`config.mk`:
```
export PLATFORM = sky130hd
export DESIGN_NAME = bsid_top
export DESIGN_NICKNAME = d
export VERILOG_FILES = /design/src/core/bsid_pkg.sv /design/src/core/bsid_top.sv /design/src/core/bsid_sync.sv /design/src/core/bsid_cell.sv
export SDC_FILE = /design/constraint.sdc
export NUM_CORES = 1
export LEC_CHECK = 0
export BUFFER_PORTS_ARGS = -buffer_cell sky130_fd_sc_hd__buf_2
export CAP_MARGIN = 20
export CORE_AREA = 2 2 133 161
export DETAILED_ROUTE_END_ITERATION = 16
export DIE_AREA = 0 0 135 163
export SYNTH_ARGS = -nofsm -noshare
export SYNTH_HDL_FRONTEND = slang
export SYNTH_SLANG_ARGS = --single-unit
```
`constraint.sdc`:
```
create_clock -name ref_clk_i -period 8.8 [get_ports ref_clk_i]
set_input_delay 0.44 -clock ref_clk_i [delete_from_list [all_inputs] [get_ports ref_clk_i]]
set_output_delay 0.44 -clock ref_clk_i [all_outputs]
set_load 0.05 [all_outputs]
```
`src/core/bsid_pkg.sv`:
```
`default_nettype none
package bsid_pkg;
  // ****************************************
  // sizes and reset values
  // ****************************************
  localparam int IR_W = 8;
  localparam int CHAIN_LEN = 38;
  localparam int CTRL_W = 11;
  localparam logic [7:0] IR_CAPTURE = 8'h81;
  localparam logic [7:0] IR_RESET = 8'hFF;
  localparam logic [10:0] CTRL_RESET = 11'h002;
  localparam logic [37:0] CHAIN_RESET = 38'h10_0000_0000;
  // ****************************************
  // boundary chain layout
  // ****************************************
  localparam int OE_AB_BIT = 37;
  localparam int OE_BA_BIT = 36;
  localparam int CTRL_LO = 32;
  localparam int A_IN_LO = 24;
  localparam int A_OUT_LO = 16;
  localparam int B_IN_LO = 8;
  localparam int B_OUT_LO = 0;
  localparam int PORT_W = 8;
  localparam int CTRL_OP_LO = 0;
  localparam int CTRL_OP_W = 3;
  localparam int CTRL_MASK_LO = 3;
  localparam logic [1:0] OP_SAMPLE_TOGGLE = 2'h0;
  // ****************************************
  // instruction opcodes
  // ****************************************
  localparam logic [7:0] OPC_BOUNDARY_EXT = 8'h00;
  localparam logic [7:0] OPC_SAMPLE = 8'h82;
  localparam logic [7:0] OPC_BOUNDARY_INT = 8'h03;
  localparam logic [7:0] OPC_HIGHZ = 8'h06;
  localparam logic [7:0] OPC_CLAMP = 8'h87;
  localparam logic [7:0] OPC_RUN_SELECTED_TEST = 8'h09;
  localparam logic [7:0] OPC_READ_BOUNDARY_NORMAL = 8'h0A;
  localparam logic [7:0] OPC_READ_BOUNDARY_TESTMODE = 8'h8B;
  localparam logic [7:0] OPC_CELL_SELF_CHECK = 8'h0C;
  localparam logic [7:0] OPC_OUTPUT_TOGGLE_INSTR = 8'h8D;
  localparam logic [7:0] OPC_CONTROL_SCAN_NORMAL = 8'h8E;
  localparam logic [7:0] OPC_CONTROL_SCAN_TESTMODE = 8'h0F;

  typedef enum logic [1:0] {DR_BYPASS, DR_BOUNDARY, DR_CONTROL} bsid_dr_e;
  typedef enum logic [1:0] {MODE_NORMAL, MODE_TEST, MODE_HIGHZ} bsid_mode_e;
  typedef enum logic [1:0] {CAP_ZERO, CAP_PINS, CAP_KEEP, CAP_INVERT}
    bsid_cap_e;

  typedef struct packed {
    bsid_dr_e dr;
    bsid_mode_e mode;
    bsid_cap_e cap;
  } bsid_decode_s;

  // one-hot view of the tap controller state
  typedef struct packed {
    logic test_reset;
    logic run_idle;
    logic capture_dr;
    logic shift_dr;
    logic update_dr;
    logic capture_ir;
    logic shift_ir;
    logic update_ir;
  } bsid_tap_s;

  typedef struct packed {
    logic test_mode;
    logic highz;
    logic bypass_sel;
    logic boundary_sel;
    logic control_sel;
  } bsid_status_s;

  function automatic bsid_decode_s bsid_decode(input logic [7:0] opc);
    bsid_decode_s d;
    d = '{DR_BYPASS, MODE_NORMAL, CAP_ZERO};
    unique case (opc)
      OPC_BOUNDARY_EXT, OPC_BOUNDARY_INT:
        d = '{DR_BOUNDARY, MODE_TEST, CAP_PINS};
      OPC_SAMPLE: d = '{DR_BOUNDARY, MODE_NORMAL, CAP_PINS};
      OPC_HIGHZ: d = '{DR_BYPASS, MODE_HIGHZ, CAP_ZERO};
      OPC_CLAMP, OPC_RUN_SELECTED_TEST, OPC_OUTPUT_TOGGLE_INSTR:
        d = '{DR_BYPASS, MODE_TEST, CAP_ZERO};
      OPC_READ_BOUNDARY_NORMAL: d = '{DR_BOUNDARY, MODE_NORMAL, CAP_KEEP};
      OPC_READ_BOUNDARY_TESTMODE: d = '{DR_BOUNDARY, MODE_TEST, CAP_KEEP};
      OPC_CELL_SELF_CHECK: d = '{DR_BOUNDARY, MODE_NORMAL, CAP_INVERT};
      OPC_CONTROL_SCAN_NORMAL: d = '{DR_CONTROL, MODE_NORMAL, CAP_KEEP};
      OPC_CONTROL_SCAN_TESTMODE: d = '{DR_CONTROL, MODE_TEST, CAP_KEEP};
      default: d = '{DR_BYPASS, MODE_NORMAL, CAP_ZERO};
    endcase
    return d;
  endfunction
endpackage
`default_nettype wire

```
`src/core/bsid_top.sv`:
```
`default_nettype none
module bsid_top
  import bsid_pkg::*;
(
  input wire logic ref_clk_i,
  input wire logic resetn_i,
  input wire logic tck_i,
  input wire logic tdi_i,
  input wire bsid_tap_s tap_i,
  input wire logic [CHAIN_LEN-1:0] observe_i,
  output logic tdo_o,
  output logic tdo_oe_o,
  output bsid_status_s status_o,
  output logic [CHAIN_LEN-1:0] cell_drive_o,
  output logic [IR_W-1:0] instr_o,
  output logic [CTRL_W-1:0] control_o
);
  // ****************************************
  // pin sampling and test clock edges
  // ****************************************
  logic [1:0] link_s;
  logic tck_s;
  logic tdi_s;
  logic tck_q;
  logic rise;
  logic fall;
  logic [CHAIN_LEN-1:0] obs_s;

  bsid_sync #(.W(2)) u_link_sync (
    .ref_clk_i(ref_clk_i),
    .resetn_i(resetn_i),
    .d_i({tck_i, tdi_i}),
    .q_o(link_s)
  );

  // pins can change at any time; sampled like the link
  bsid_sync #(.W(CHAIN_LEN)) u_obs_sync (
    .ref_clk_i(ref_clk_i),
    .resetn_i(resetn_i),
    .d_i(observe_i),
    .q_o(obs_s)
  );

  assign tck_s = link_s[1];
  assign tdi_s = link_s[0];

  always_ff @(posedge ref_clk_i or negedge resetn_i) begin
    if (!resetn_i) begin
      tck_q <= 1'b0;
    end else begin
      tck_q <= tck_s;
    end
  end

  assign rise = tck_s & ~tck_q;
  assign fall = ~tck_s & tck_q;

  // ****************************************
  // instruction chain
  // ****************************************
  logic [IR_W-1:0] ir_shift;
  logic [IR_W-1:0] ir;
  bsid_decode_s dec;

  always_ff @(posedge ref_clk_i or negedge resetn_i) begin
    if (!resetn_i) begin
      ir_shift <= IR_RESET;
    end else if (tap_i.test_reset) begin
      ir_shift <= IR_RESET;
    end else if (rise && tap_i.capture_ir) begin
      ir_shift <= IR_CAPTURE;
    end else if (rise && tap_i.shift_ir) begin
      ir_shift <= {tdi_s, ir_shift[IR_W-1:1]};
    end
  end

  // new instruction takes effect on the falling edge in Update-IR
  always_ff @(posedge ref_clk_i or negedge resetn_i) begin
    if (!resetn_i) begin
      ir <= IR_RESET;
    end else if (tap_i.test_reset) begin
      ir <= IR_RESET;
    end else if (fall && tap_i.update_ir) begin
      ir <= ir_shift;
    end
  end

  assign dec = bsid_decode(ir);
  assign instr_o = ir;

  // ****************************************
  // bypass and control chains
  // ****************************************
  logic bypass;
  logic [CTRL_W-1:0] ctl_shift;
  logic [CTRL_W-1:0] ctl;
  logic sel_bypass;
  logic sel_chain;
  logic sel_ctl;

  assign sel_bypass = (dec.dr == DR_BYPASS);
  assign sel_chain = (dec.dr == DR_BOUNDARY);
  assign sel_ctl = (dec.dr == DR_CONTROL);

  always_ff @(posedge ref_clk_i or negedge resetn_i) begin
    if (!resetn_i) begin
      bypass <= 1'b0;
    end else if (rise && sel_bypass && tap_i.capture_dr) begin
      bypass <= 1'b0;
    end else if (rise && sel_bypass && tap_i.shift_dr) begin
      bypass <= tdi_s;
    end
  end

  // capture leaves the control chain alone
  always_ff @(posedge ref_clk_i or negedge resetn_i) begin
    if (!resetn_i) begin
      ctl_shift <= CTRL_RESET;
    end else if (tap_i.test_reset) begin
      ctl_shift <= CTRL_RESET;
    end else if (rise && sel_ctl && tap_i.shift_dr) begin
      ctl_shift <= {tdi_s, ctl_shift[CTRL_W-1:1]};
    end
  end

  always_ff @(posedge ref_clk_i or negedge resetn_i) begin
    if (!resetn_i) begin
      ctl <= CTRL_RESET;
    end else if (tap_i.test_reset) begin
      ctl <= CTRL_RESET;
    end else if (fall && sel_ctl && tap_i.update_dr) begin
      ctl <= ctl_shift;
    end
  end

  assign control_o = ctl;

  // ****************************************
  // run-test selection
  // ****************************************
  logic [CHAIN_LEN-1:0] chain_sh;
  logic [CHAIN_LEN-1:0] chain_shadow;
  logic a_to_b;
  logic b_to_a;
  logic [CTRL_OP_W-1:0] ctl_op;
  logic run_sample_toggle;
  logic run_toggle_only;
  logic [CHAIN_LEN-1:0] sel_in;
  logic [CHAIN_LEN-1:0] sel_out;

  // both enables set means A to B, neither means B to A; exactly one set means no run
  assign a_to_b = chain_shadow[OE_AB_BIT] & chain_shadow[OE_BA_BIT];
  assign b_to_a = ~chain_shadow[OE_AB_BIT] & ~chain_shadow[OE_BA_BIT];
  assign ctl_op = ctl[CTRL_OP_LO +: CTRL_OP_W];

  // signature, pattern and count runs are not built here; they hold
  assign run_sample_toggle = (ir == OPC_RUN_SELECTED_TEST) &&
    (ctl_op[1:0] == OP_SAMPLE_TOGGLE) && tap_i.run_idle;
  assign run_toggle_only = (ir == OPC_OUTPUT_TOGGLE_INSTR) &&
    tap_i.run_idle;

  always_comb begin
    sel_in = '0;
    sel_out = '0;
    if (a_to_b) begin
      sel_in[A_IN_LO +: PORT_W] = '1;
      sel_out[B_OUT_LO +: PORT_W] = '1;
    end else if (b_to_a) begin
      sel_in[B_IN_LO +: PORT_W] = '1;
      sel_out[A_OUT_LO +: PORT_W] = '1;
    end
  end

  // ****************************************
  // boundary chain
  // ****************************************
  logic [CHAIN_LEN-1:0] cell_load;
  logic [CHAIN_LEN-1:0] cell_val;
  logic [CHAIN_LEN-1:0] cell_upd;
  logic [CHAIN_LEN-1:0] chain_in;

  assign chain_in = {tdi_s, chain_sh[CHAIN_LEN-1:1]};

  always_comb begin
    cell_load = '0;
    cell_val = '0;
    cell_upd = '0;
    for (int i = 0; i < CHAIN_LEN; i++) begin
      if (sel_chain && tap_i.capture_dr) begin
        cell_load[i] = rise;
        unique case (dec.cap)
          CAP_PINS: cell_val[i] = obs_s[i];
          CAP_INVERT: cell_val[i] = ~chain_shadow[i];
          default: cell_val[i] = chain_sh[i];
        endcase
      end else if (sel_chain && tap_i.shift_dr) begin
        cell_load[i] = rise;
        cell_val[i] = chain_in[i];
      end else if (run_sample_toggle && sel_in[i]) begin
        cell_load[i] = rise;
        cell_val[i] = obs_s[i];
        cell_upd[i] = fall;
      end else if ((run_sample_toggle || run_toggle_only) && sel_out[i]) begin
        cell_load[i] = rise;
        cell_val[i] = ~chain_sh[i];
        cell_upd[i] = fall;
      end
      // input cells are left untouched by the toggle instruction
      if (sel_chain && tap_i.update_dr) begin
        cell_upd[i] = fall;
      end
    end
  end

  for (genvar g = 0; g < CHAIN_LEN; g++) begin : g_cell
    bsid_cell #(.RST_VAL(CHAIN_RESET[g])) u_cell (
      .ref_clk_i(ref_clk_i),
      .resetn_i(resetn_i),
      .clear_i(tap_i.test_reset),
      .load_i(cell_load[g]),
      .load_val_i(cell_val[g]),
      .update_i(cell_upd[g]),
      .shift_o(chain_sh[g]),
      .shadow_o(chain_shadow[g])
    );
  end

  // shadows feed core inputs and output pins while in test mode
  assign cell_drive_o = chain_shadow;

  // ****************************************
  // mode and status
  // ****************************************
  bsid_status_s status;

  always_ff @(posedge ref_clk_i or negedge resetn_i) begin
    if (!resetn_i) begin
      status <= '0;
    end else begin
      status.test_mode <= (dec.mode == MODE_TEST);
      status.highz <= (dec.mode == MODE_HIGHZ);
      status.bypass_sel <= sel_bypass;
      status.boundary_sel <= sel_chain;
      status.control_sel <= sel_ctl;
    end
  end

  assign status_o = status;

  // ****************************************
  // serial output
  // ****************************************
  logic dr_lsb;

  always_comb begin
    unique case (dec.dr)
      DR_BOUNDARY: dr_lsb = chain_sh[0];
      DR_CONTROL: dr_lsb = ctl_shift[0];
      default: dr_lsb = bypass;
    endcase
  end

  // serial output changes on the falling edge only
  always_ff @(posedge ref_clk_i or negedge resetn_i) begin
    if (!resetn_i) begin
      tdo_o <= 1'b0;
      tdo_oe_o <= 1'b0;
    end else if (fall) begin
      tdo_oe_o <= tap_i.shift_ir | tap_i.shift_dr;
      tdo_o <= tap_i.shift_ir ? ir_shift[0] : dr_lsb;
    end
  end
endmodule
`default_nettype wire

```
`src/core/bsid_sync.sv`:
```
`default_nettype none
module bsid_sync #(
  parameter int W = 1
) (
  input wire logic ref_clk_i,
  input wire logic resetn_i,
  input wire logic [W-1:0] d_i,
  output logic [W-1:0] q_o
);
  logic [W-1:0] meta;

  always_ff @(posedge ref_clk_i or negedge resetn_i) begin
    if (!resetn_i) begin
      meta <= '0;
      q_o <= '0;
    end else begin
      meta <= d_i;
      q_o <= meta;
    end
  end
endmodule
`default_nettype wire

```
`src/core/bsid_cell.sv`:
```
`default_nettype none
// one scan stage with its shadow latch
module bsid_cell #(
  parameter logic RST_VAL = 1'b0
) (
  input wire logic ref_clk_i,
  input wire logic resetn_i,
  input wire logic clear_i,
  input wire logic load_i,
  input wire logic load_val_i,
  input wire logic update_i,
  output logic shift_o,
  output logic shadow_o
);
  always_ff @(posedge ref_clk_i or negedge resetn_i) begin
    if (!resetn_i) begin
      shift_o <= RST_VAL;
    end else if (clear_i) begin
      shift_o <= RST_VAL;
    end else if (load_i) begin
      shift_o <= load_val_i;
    end
  end

  always_ff @(posedge ref_clk_i or negedge resetn_i) begin
    if (!resetn_i) begin
      shadow_o <= RST_VAL;
    end else if (clear_i) begin
      shadow_o <= RST_VAL;
    end else if (update_i) begin
      shadow_o <= shift_o;
    end
  end
endmodule
`default_nettype wire

```
## After elaboration in Yosys (flattened, before gate mapping)

Index checks and enable logic that the tools add are counted.
W data, S select, Z words.

| storage, ports and cells | value |
|---|---|
| bits in registers | 203 |
| bits in latches | 0 |
| bits in writable memories | 0 |
| memory bits (read-only) | 0 |
| output and inout port bits | 64 |
| memories kept | 0 |

| cells by class | value |
|---|---|
| add/sub/neg operators | 0 |
| multiply operators | 0 |
| divide/modulo/power cells | 0 |
| magnitude comparators | 0 |
| equal/unequal tests | 18 |
| shifts and indexed selects | 0 |
| mux-type cells | 542 |
| bitwise logic cells | 61 |
| reductions and logical operators | 158 |

Operators with widths:

| cell | number |
|---|---|
| $mux W1 | 490 |
| $reduce_bool A2 Y1 | 70 |
| $pmux W1 S2 | 39 |
| $reduce_and A2 Y1 | 33 |
| $mux W8 | 8 |
| $not A1 Y1 | 56 |
| $pmux W6 S9 | 1 |
| $logic_and A1 B1 Y1 | 48 |
| $mux W11 | 4 |
| $eq A8 B8 Y1 const B | 5 |
| $eq A8 B4 Y1 const B | 4 |
| $eq A8 B2 Y1 const B | 1 |
| $eq A8 B3 Y1 const B | 1 |
| $logic_not A8 Y1 | 1 |
| $eq A2 B1 Y1 const B | 3 |
| $eq A2 B2 Y1 const B | 3 |
| $and A1 B1 Y1 | 4 |
| $logic_not A2 Y1 | 2 |
| $ne A4 B2 Y1 const B | 1 |
| $reduce_bool A3 Y1 | 1 |
| $reduce_or A3 Y1 | 1 |
| $reduce_or A2 Y1 | 1 |
| $logic_or A1 B1 Y1 | 1 |
| $or A1 B1 Y1 | 1 |

## Depth between registers and ports, before layout

| depth | value |
|---|---|
| depth in word-level cells | 11 |
| mapped depth | 15 |

## Hierarchy

From an unflattened synthesis, not the netlist that was laid out.

| second synthesis, totals | value |
|---|---|
| cell total of the unflattened synthesis | 809 |
| area, all modules | 8933.6 µm² |

By module, submodules not included:

| module | instances | cells an instance | area an instance (µm²) |
|---|---|---|---|
| bsid_top | 1 | 501 | 3978.8 |
| bsid_cell (g_cell[0].u_cell ...) | 37 | 6 | 77.6 |
| bsid_sync (u_obs_sync) | 1 | 76 | 1901.8 |
| bsid_sync (u_link_sync) | 1 | 4 | 100.1 |
| bsid_cell (g_cell[36].u_cell) | 1 | 6 | 82.6 |

## Worst setup path before layout

Ideal clock, no wire load.

| timing | value |
|---|---|
| path kind | reg-to-reg |
| from | register ir[2] (netlist: instr_o[2]) |
| to | register g_cell[11].u_cell.shift_o |
| arrival time | 3.320 ns |
| required time | 8.672 ns |
| setup slack | 5.352 ns |
| cell stages (with the launch flop) | 14 |
| period minus slack after synthesis | 3.448 ns |
| cells stage by stage | dfstp_2 > clkbuf_1 > nand2_1 > o32a_1 > o32a_1 > nor2_1 > ha_1 > clkbuf_1 > nand2_1 > nor2_1 > o211a_2 > or2_1 > clkbuf_1 > mux2_1 |

| between the ends | value |
|---|---|
| cells in the longest elaborated chain, start to end | 9 |

RTL lines:

| item | RTL line | text |
|---|---|---|
| from (decl) | bsid_top.sv:62 | `logic [IR_W-1:0] ir;` |
| from (signal assigned) | bsid_top.sv:84 | `ir <= ir_shift;` |
| $eq A8 B4 Y1, or another cell as far along | bsid_pkg.sv:78 | `unique case (opc)` |
| $reduce_or A3 Y1 or $reduce_or A2 Y1 (tied branches) | bsid_pkg.sv:78 |  |
| $pmux W6 S9 (*) | bsid_pkg.sv:78 |  |
| $eq A2 B1 Y1 (*) | bsid_top.sv:102 | `assign sel_chain = (dec.dr == DR_BOUNDARY);` |
| named net sel_chain | bsid_top.sv:98 | `logic sel_chain;` |
| $logic_and A1 B1 Y1 | bsid_top.sv:196 | `end else if (sel_chain && tap_i.shift_dr) begin` |
| $mux W1 | bsid_top.sv:196 |  |
| $mux W1 | bsid_top.sv:189 | `if (sel_chain && tap_i.capture_dr) begin` |
| $mux W1 or $reduce_bool A2 Y1 (tied branches) | -- |  |
| $mux W1 or $reduce_and A2 Y1 (tied branches) | -- |  |
| to (signal assigned) | bsid_cell.sv:21 | `shift_o <= load_val_i;` |
| to (decl) | bsid_cell.sv:12 | `output logic shift_o,` |

The timed path passes the listed nets; every way through them passes the cells marked *. The select of a mux whose other input is x is not followed.
A chain may end at the register's enable or synchronous reset.

## Worst setup path in the final report

| timing | value |
|---|---|
| from | register ir[7] (netlist: instr_o[7]) |
| to | register g_cell[11].u_cell.shift_o |

Same word-level chain as after synthesis.

==> flow_metrics.env <==
export IMPL_synth_cell_type_count=59
export IMPL_cts_sinks=203
export IMPL_die_w_um=135
export IMPL_tritoncts="done"
export IMPL_worstSetupPathType="flip-flop to flip-flop"
export IMPL_slowest_stage="dfstp_2"
export IMPL_drc=0
export IMPL_antenna_cells=0
export IMPL_avgSynthCellArea_um2=10.74
export IMPL_clkLatencyLatePin_ps=520
export IMPL_placed_cell_area_um2=9510
export IMPL_syn_num_nets=895
export IMPL_hold_violations=0
export IMPL_register_area_um2=5105
export IMPL_initial_core_util_pct=43.89
export IMPL_hpwlAfterDp_um=13700
export IMPL_crit_chain="xor2_1 -> a21oi_1 -> o32a_1 -> o32a_1 -> nor2_1 -> ha_1 -> buf_4 -> nand2_1 -> nor2_1 -> o211a_2 -> or2_1 -> mux2_1"
export IMPL_r2r_start="instr_o[7]$_DFFE_PN1P_"
export IMPL_worstHoldPathType="input pin to flip-flop"
export IMPL_gp_congestion=0.8660
export IMPL_cts_setup_buffers=0
export IMPL_max_slew_margin_pct=27.79
export IMPL_vias_per_cell=5.415
export IMPL_fin_nets=946
export IMPL_final_area_um2=10280
export IMPL_nFillCells=1886
export IMPL_start_kind="flip-flop"
export IMPL_multiInputGateArea_um2=3415
export IMPL_synthTopCellsByCount="183 x dfrtp_1, 92 x nand2_1, 67 x nor2_1, 60 x a21oi_1, 44 x clkbuf_1"
export IMPL_path_buf_inv=1
export IMPL_slew_violations=0
export IMPL_area_growth_pct=13.63
export IMPL_syn_area_um2=9045
export IMPL_min_path_cells=1
export IMPL_grt_pass1_wl_um=34690
export IMPL_maxCapViolations=0
export IMPL_place_port_buffers=113
export IMPL_max_stage_delay_ps=660
export IMPL_synth_area_leaders="dfrtp_1 51%, dfstp_2 5.8%, mux2_1 4.6%"
export IMPL_skew_ps=27.12
export IMPL_rsz0062_at_grt="no"
export IMPL_worstSetupEndpointType="flip-flop"
export IMPL_synthFlopType="dfrtp_1"
export IMPL_path_clk_slew_ps=70
export IMPL_synth_edf_count=0
export IMPL_grt_max_degree=98
export IMPL_critPathRequiredTime_ps=9170
export IMPL_stdcell_count=1179
export IMPL_syn_inst=842
export IMPL_hold_path_endpoint="u_obs_sync.meta[24]$_DFF_PN0_"
export IMPL_worstPathArrival_ps=4860
export IMPL_cts_max_level=1
export IMPL_die_area_um2=22010
export IMPL_setup_violations=0
export IMPL_power_density_nw_per_um2=199.7
export IMPL_wl_per_cell_um=18.25
export IMPL_drive_gt1_share_pct=22.66
export IMPL_fp_row_count=58
export IMPL_dieHeight_um=163
export IMPL_r2r_slack_ps=4310
export IMPL_yosys_warnings=0
export IMPL_core_area_um2=20610
export IMPL_min_period_over_period_pct=51.04
export IMPL_grt_use_total_pct=19.80
export IMPL_report_power_total_uw=2052
export IMPL_ir_drop_mv=0.1471
export IMPL_ys_seq_area_share_pct=56.44
export IMPL_reg2reg_depth=12
export IMPL_cts_root_buffer="clkbuf_16"
export IMPL_cp_top_family="simple AND/OR/NAND/NOR gates"
export IMPL_min_period_ps=4491
export IMPL_gr_total_overflow=0
export IMPL_ys_ff_latch=203
export IMPL_synthArstFlopShare_pct=100.0
export IMPL_fin_util_pct=49.87
export IMPL_cp_max_fo=31
export IMPL_cts_max_path_buffers=3
export IMPL_r2r_end="g_cell[11].u_cell.shift_o$_DFFE_PN0P_"
export IMPL_fmax_mhz=222.7
export IMPL_status="finished clean"
export IMPL_hp_start="observe_i[24]"
export IMPL_dpl_cell_count=1138
export IMPL_grt_pass1_vias=6324
export IMPL_netlist_area_leader_share_pct=50.63
export IMPL_via_count=6384
export IMPL_dr_pass1_iters=6
export IMPL_drt_initial_drc_count=454
export IMPL_io_pins=114
export IMPL_synthMostInstantiatedCell="dfrtp_1"
export IMPL_p_leak_uw=0.004755
export IMPL_wl_um=21520
export IMPL_ant_nets=0
export IMPL_worst_pin_slew_ps=1079
export IMPL_final_setup_tns_ps=0
export IMPL_antenna_found_initial=0
export IMPL_cts_inserted_buffers=22
export IMPL_synth_area_leader_cell="dfrtp_1"
placed cells by master (no fill, tap or decap), drive strengths merged, types with 9 or more instances in the layout:
master	count
and3	27
mux2	53
nor3	22
clkbuf	35
nand2	93
nor4	17
nor2	67
buf	120
a211o	9
a22oi	20
nor2b	40
o21ai	28
a21oi	62
dfrtp	183
o31ai	16
a21o	11
dfstp	20
state kept, by name, indices dropped and copies added, names as in the netlist:
register and flops:
tdo_o 1, instr_o 8, g_cell.u_cell.shadow_o 38, u_obs_sync.q_o 38, ctl_shift 11, u_link_sync.q_o 2, u_link_sync.meta 2, status_o 5
ir_shift 8, control_o 11, u_obs_sync.meta 38, tck_q 1, g_cell.u_cell.shift_o 38, tdo_oe_o 1, bypass 1
routing by layer:
metal  up-vias  part of all wire (%)  track usage [%]
met1      3155                    44            27.87
met5         -                     0                0
met4         0                   1.8            5.161
li1       3024                     -                -
met2       175                    48            31.93
met3        30                   5.7            3.424
final cells by class:
class	instances	area share [%]
sequential	203	49.67
clock buffer	34	6.294
tap	270	3.287
multi-input combinational	539	33.22
timing repair buffer	122	6.270
inverter	5	0.1826
clock inverter	6	1.071
how the worst max path moves through the flow:
| stage | start | endpoint | slack, ps | depth (start not counted) |
|---|---|---|---|---|
| after global routing | instr_o[7]$_DFFE_PN1P_ | g_cell[11].u_cell.shift_o$_DFFE_PN0P_ | 4070 | 12 |
| after detailed placement | instr_o[3]$_DFFE_PN1P_ | g_cell[11].u_cell.shift_o$_DFFE_PN0P_ | 4420 | 11 |
| after CTS | instr_o[7]$_DFFE_PN1P_ | g_cell[11].u_cell.shift_o$_DFFE_PN0P_ | 4380 | 12 |
| after floorplan | instr_o[2]$_DFFE_PN1P_ | g_cell[11].u_cell.shift_o$_DFFE_PN0P_ | 5350 | 13 |
| final | instr_o[7]$_DFFE_PN1P_ | g_cell[11].u_cell.shift_o$_DFFE_PN0P_ | 4310 | 12 |
| after global placement | instr_o[3]$_DFFE_PN1P_ | g_cell[14].u_cell.shift_o$_DFFE_PN0P_ | 4540 | 11 |
what timing repair did:
action                                  in CTS  in global routing
endpoints found under the hold margin       12                  0
gates resized for setup                      0                  0
hold buffers                                 1                  0
endpoints found under the setup margin       0                  0
where the power goes:
part,switching [µW],leakage (µW),internal (µW)
Sequential,15.4,0.00257,963
Clock,375,0.000361,594
Combinational,74.2,0.00183,31.4
logic make-up after synthesis:
| group | share of synthesized area, % |
|---|---|
| flip-flops | 56.44 |
| AO/OA/AOI/OAI | 14.35 |
| AND/OR/NAND/NOR | 15.78 |
| XOR/XNOR | 0.3874 |
| buffers and inverters | 5.920 |
| adder cells (fa/ha/maj) | 0.4150 |
| multiplexers | 6.709 |
stage by stage:
stage | setup slack, ps | hold slack [ps]
2_1_floorplan | 5352 | 144.4
3_3_place_gp | 4544 | 331.6
3_5_place_dp | 4423 | 334.7
4_1_cts | 4379 | 13.42
5_1_grt | 4071 | 9.817
6_report | 4309 | 23.45
Note: power is estimated with default switching activity, not from simulation.
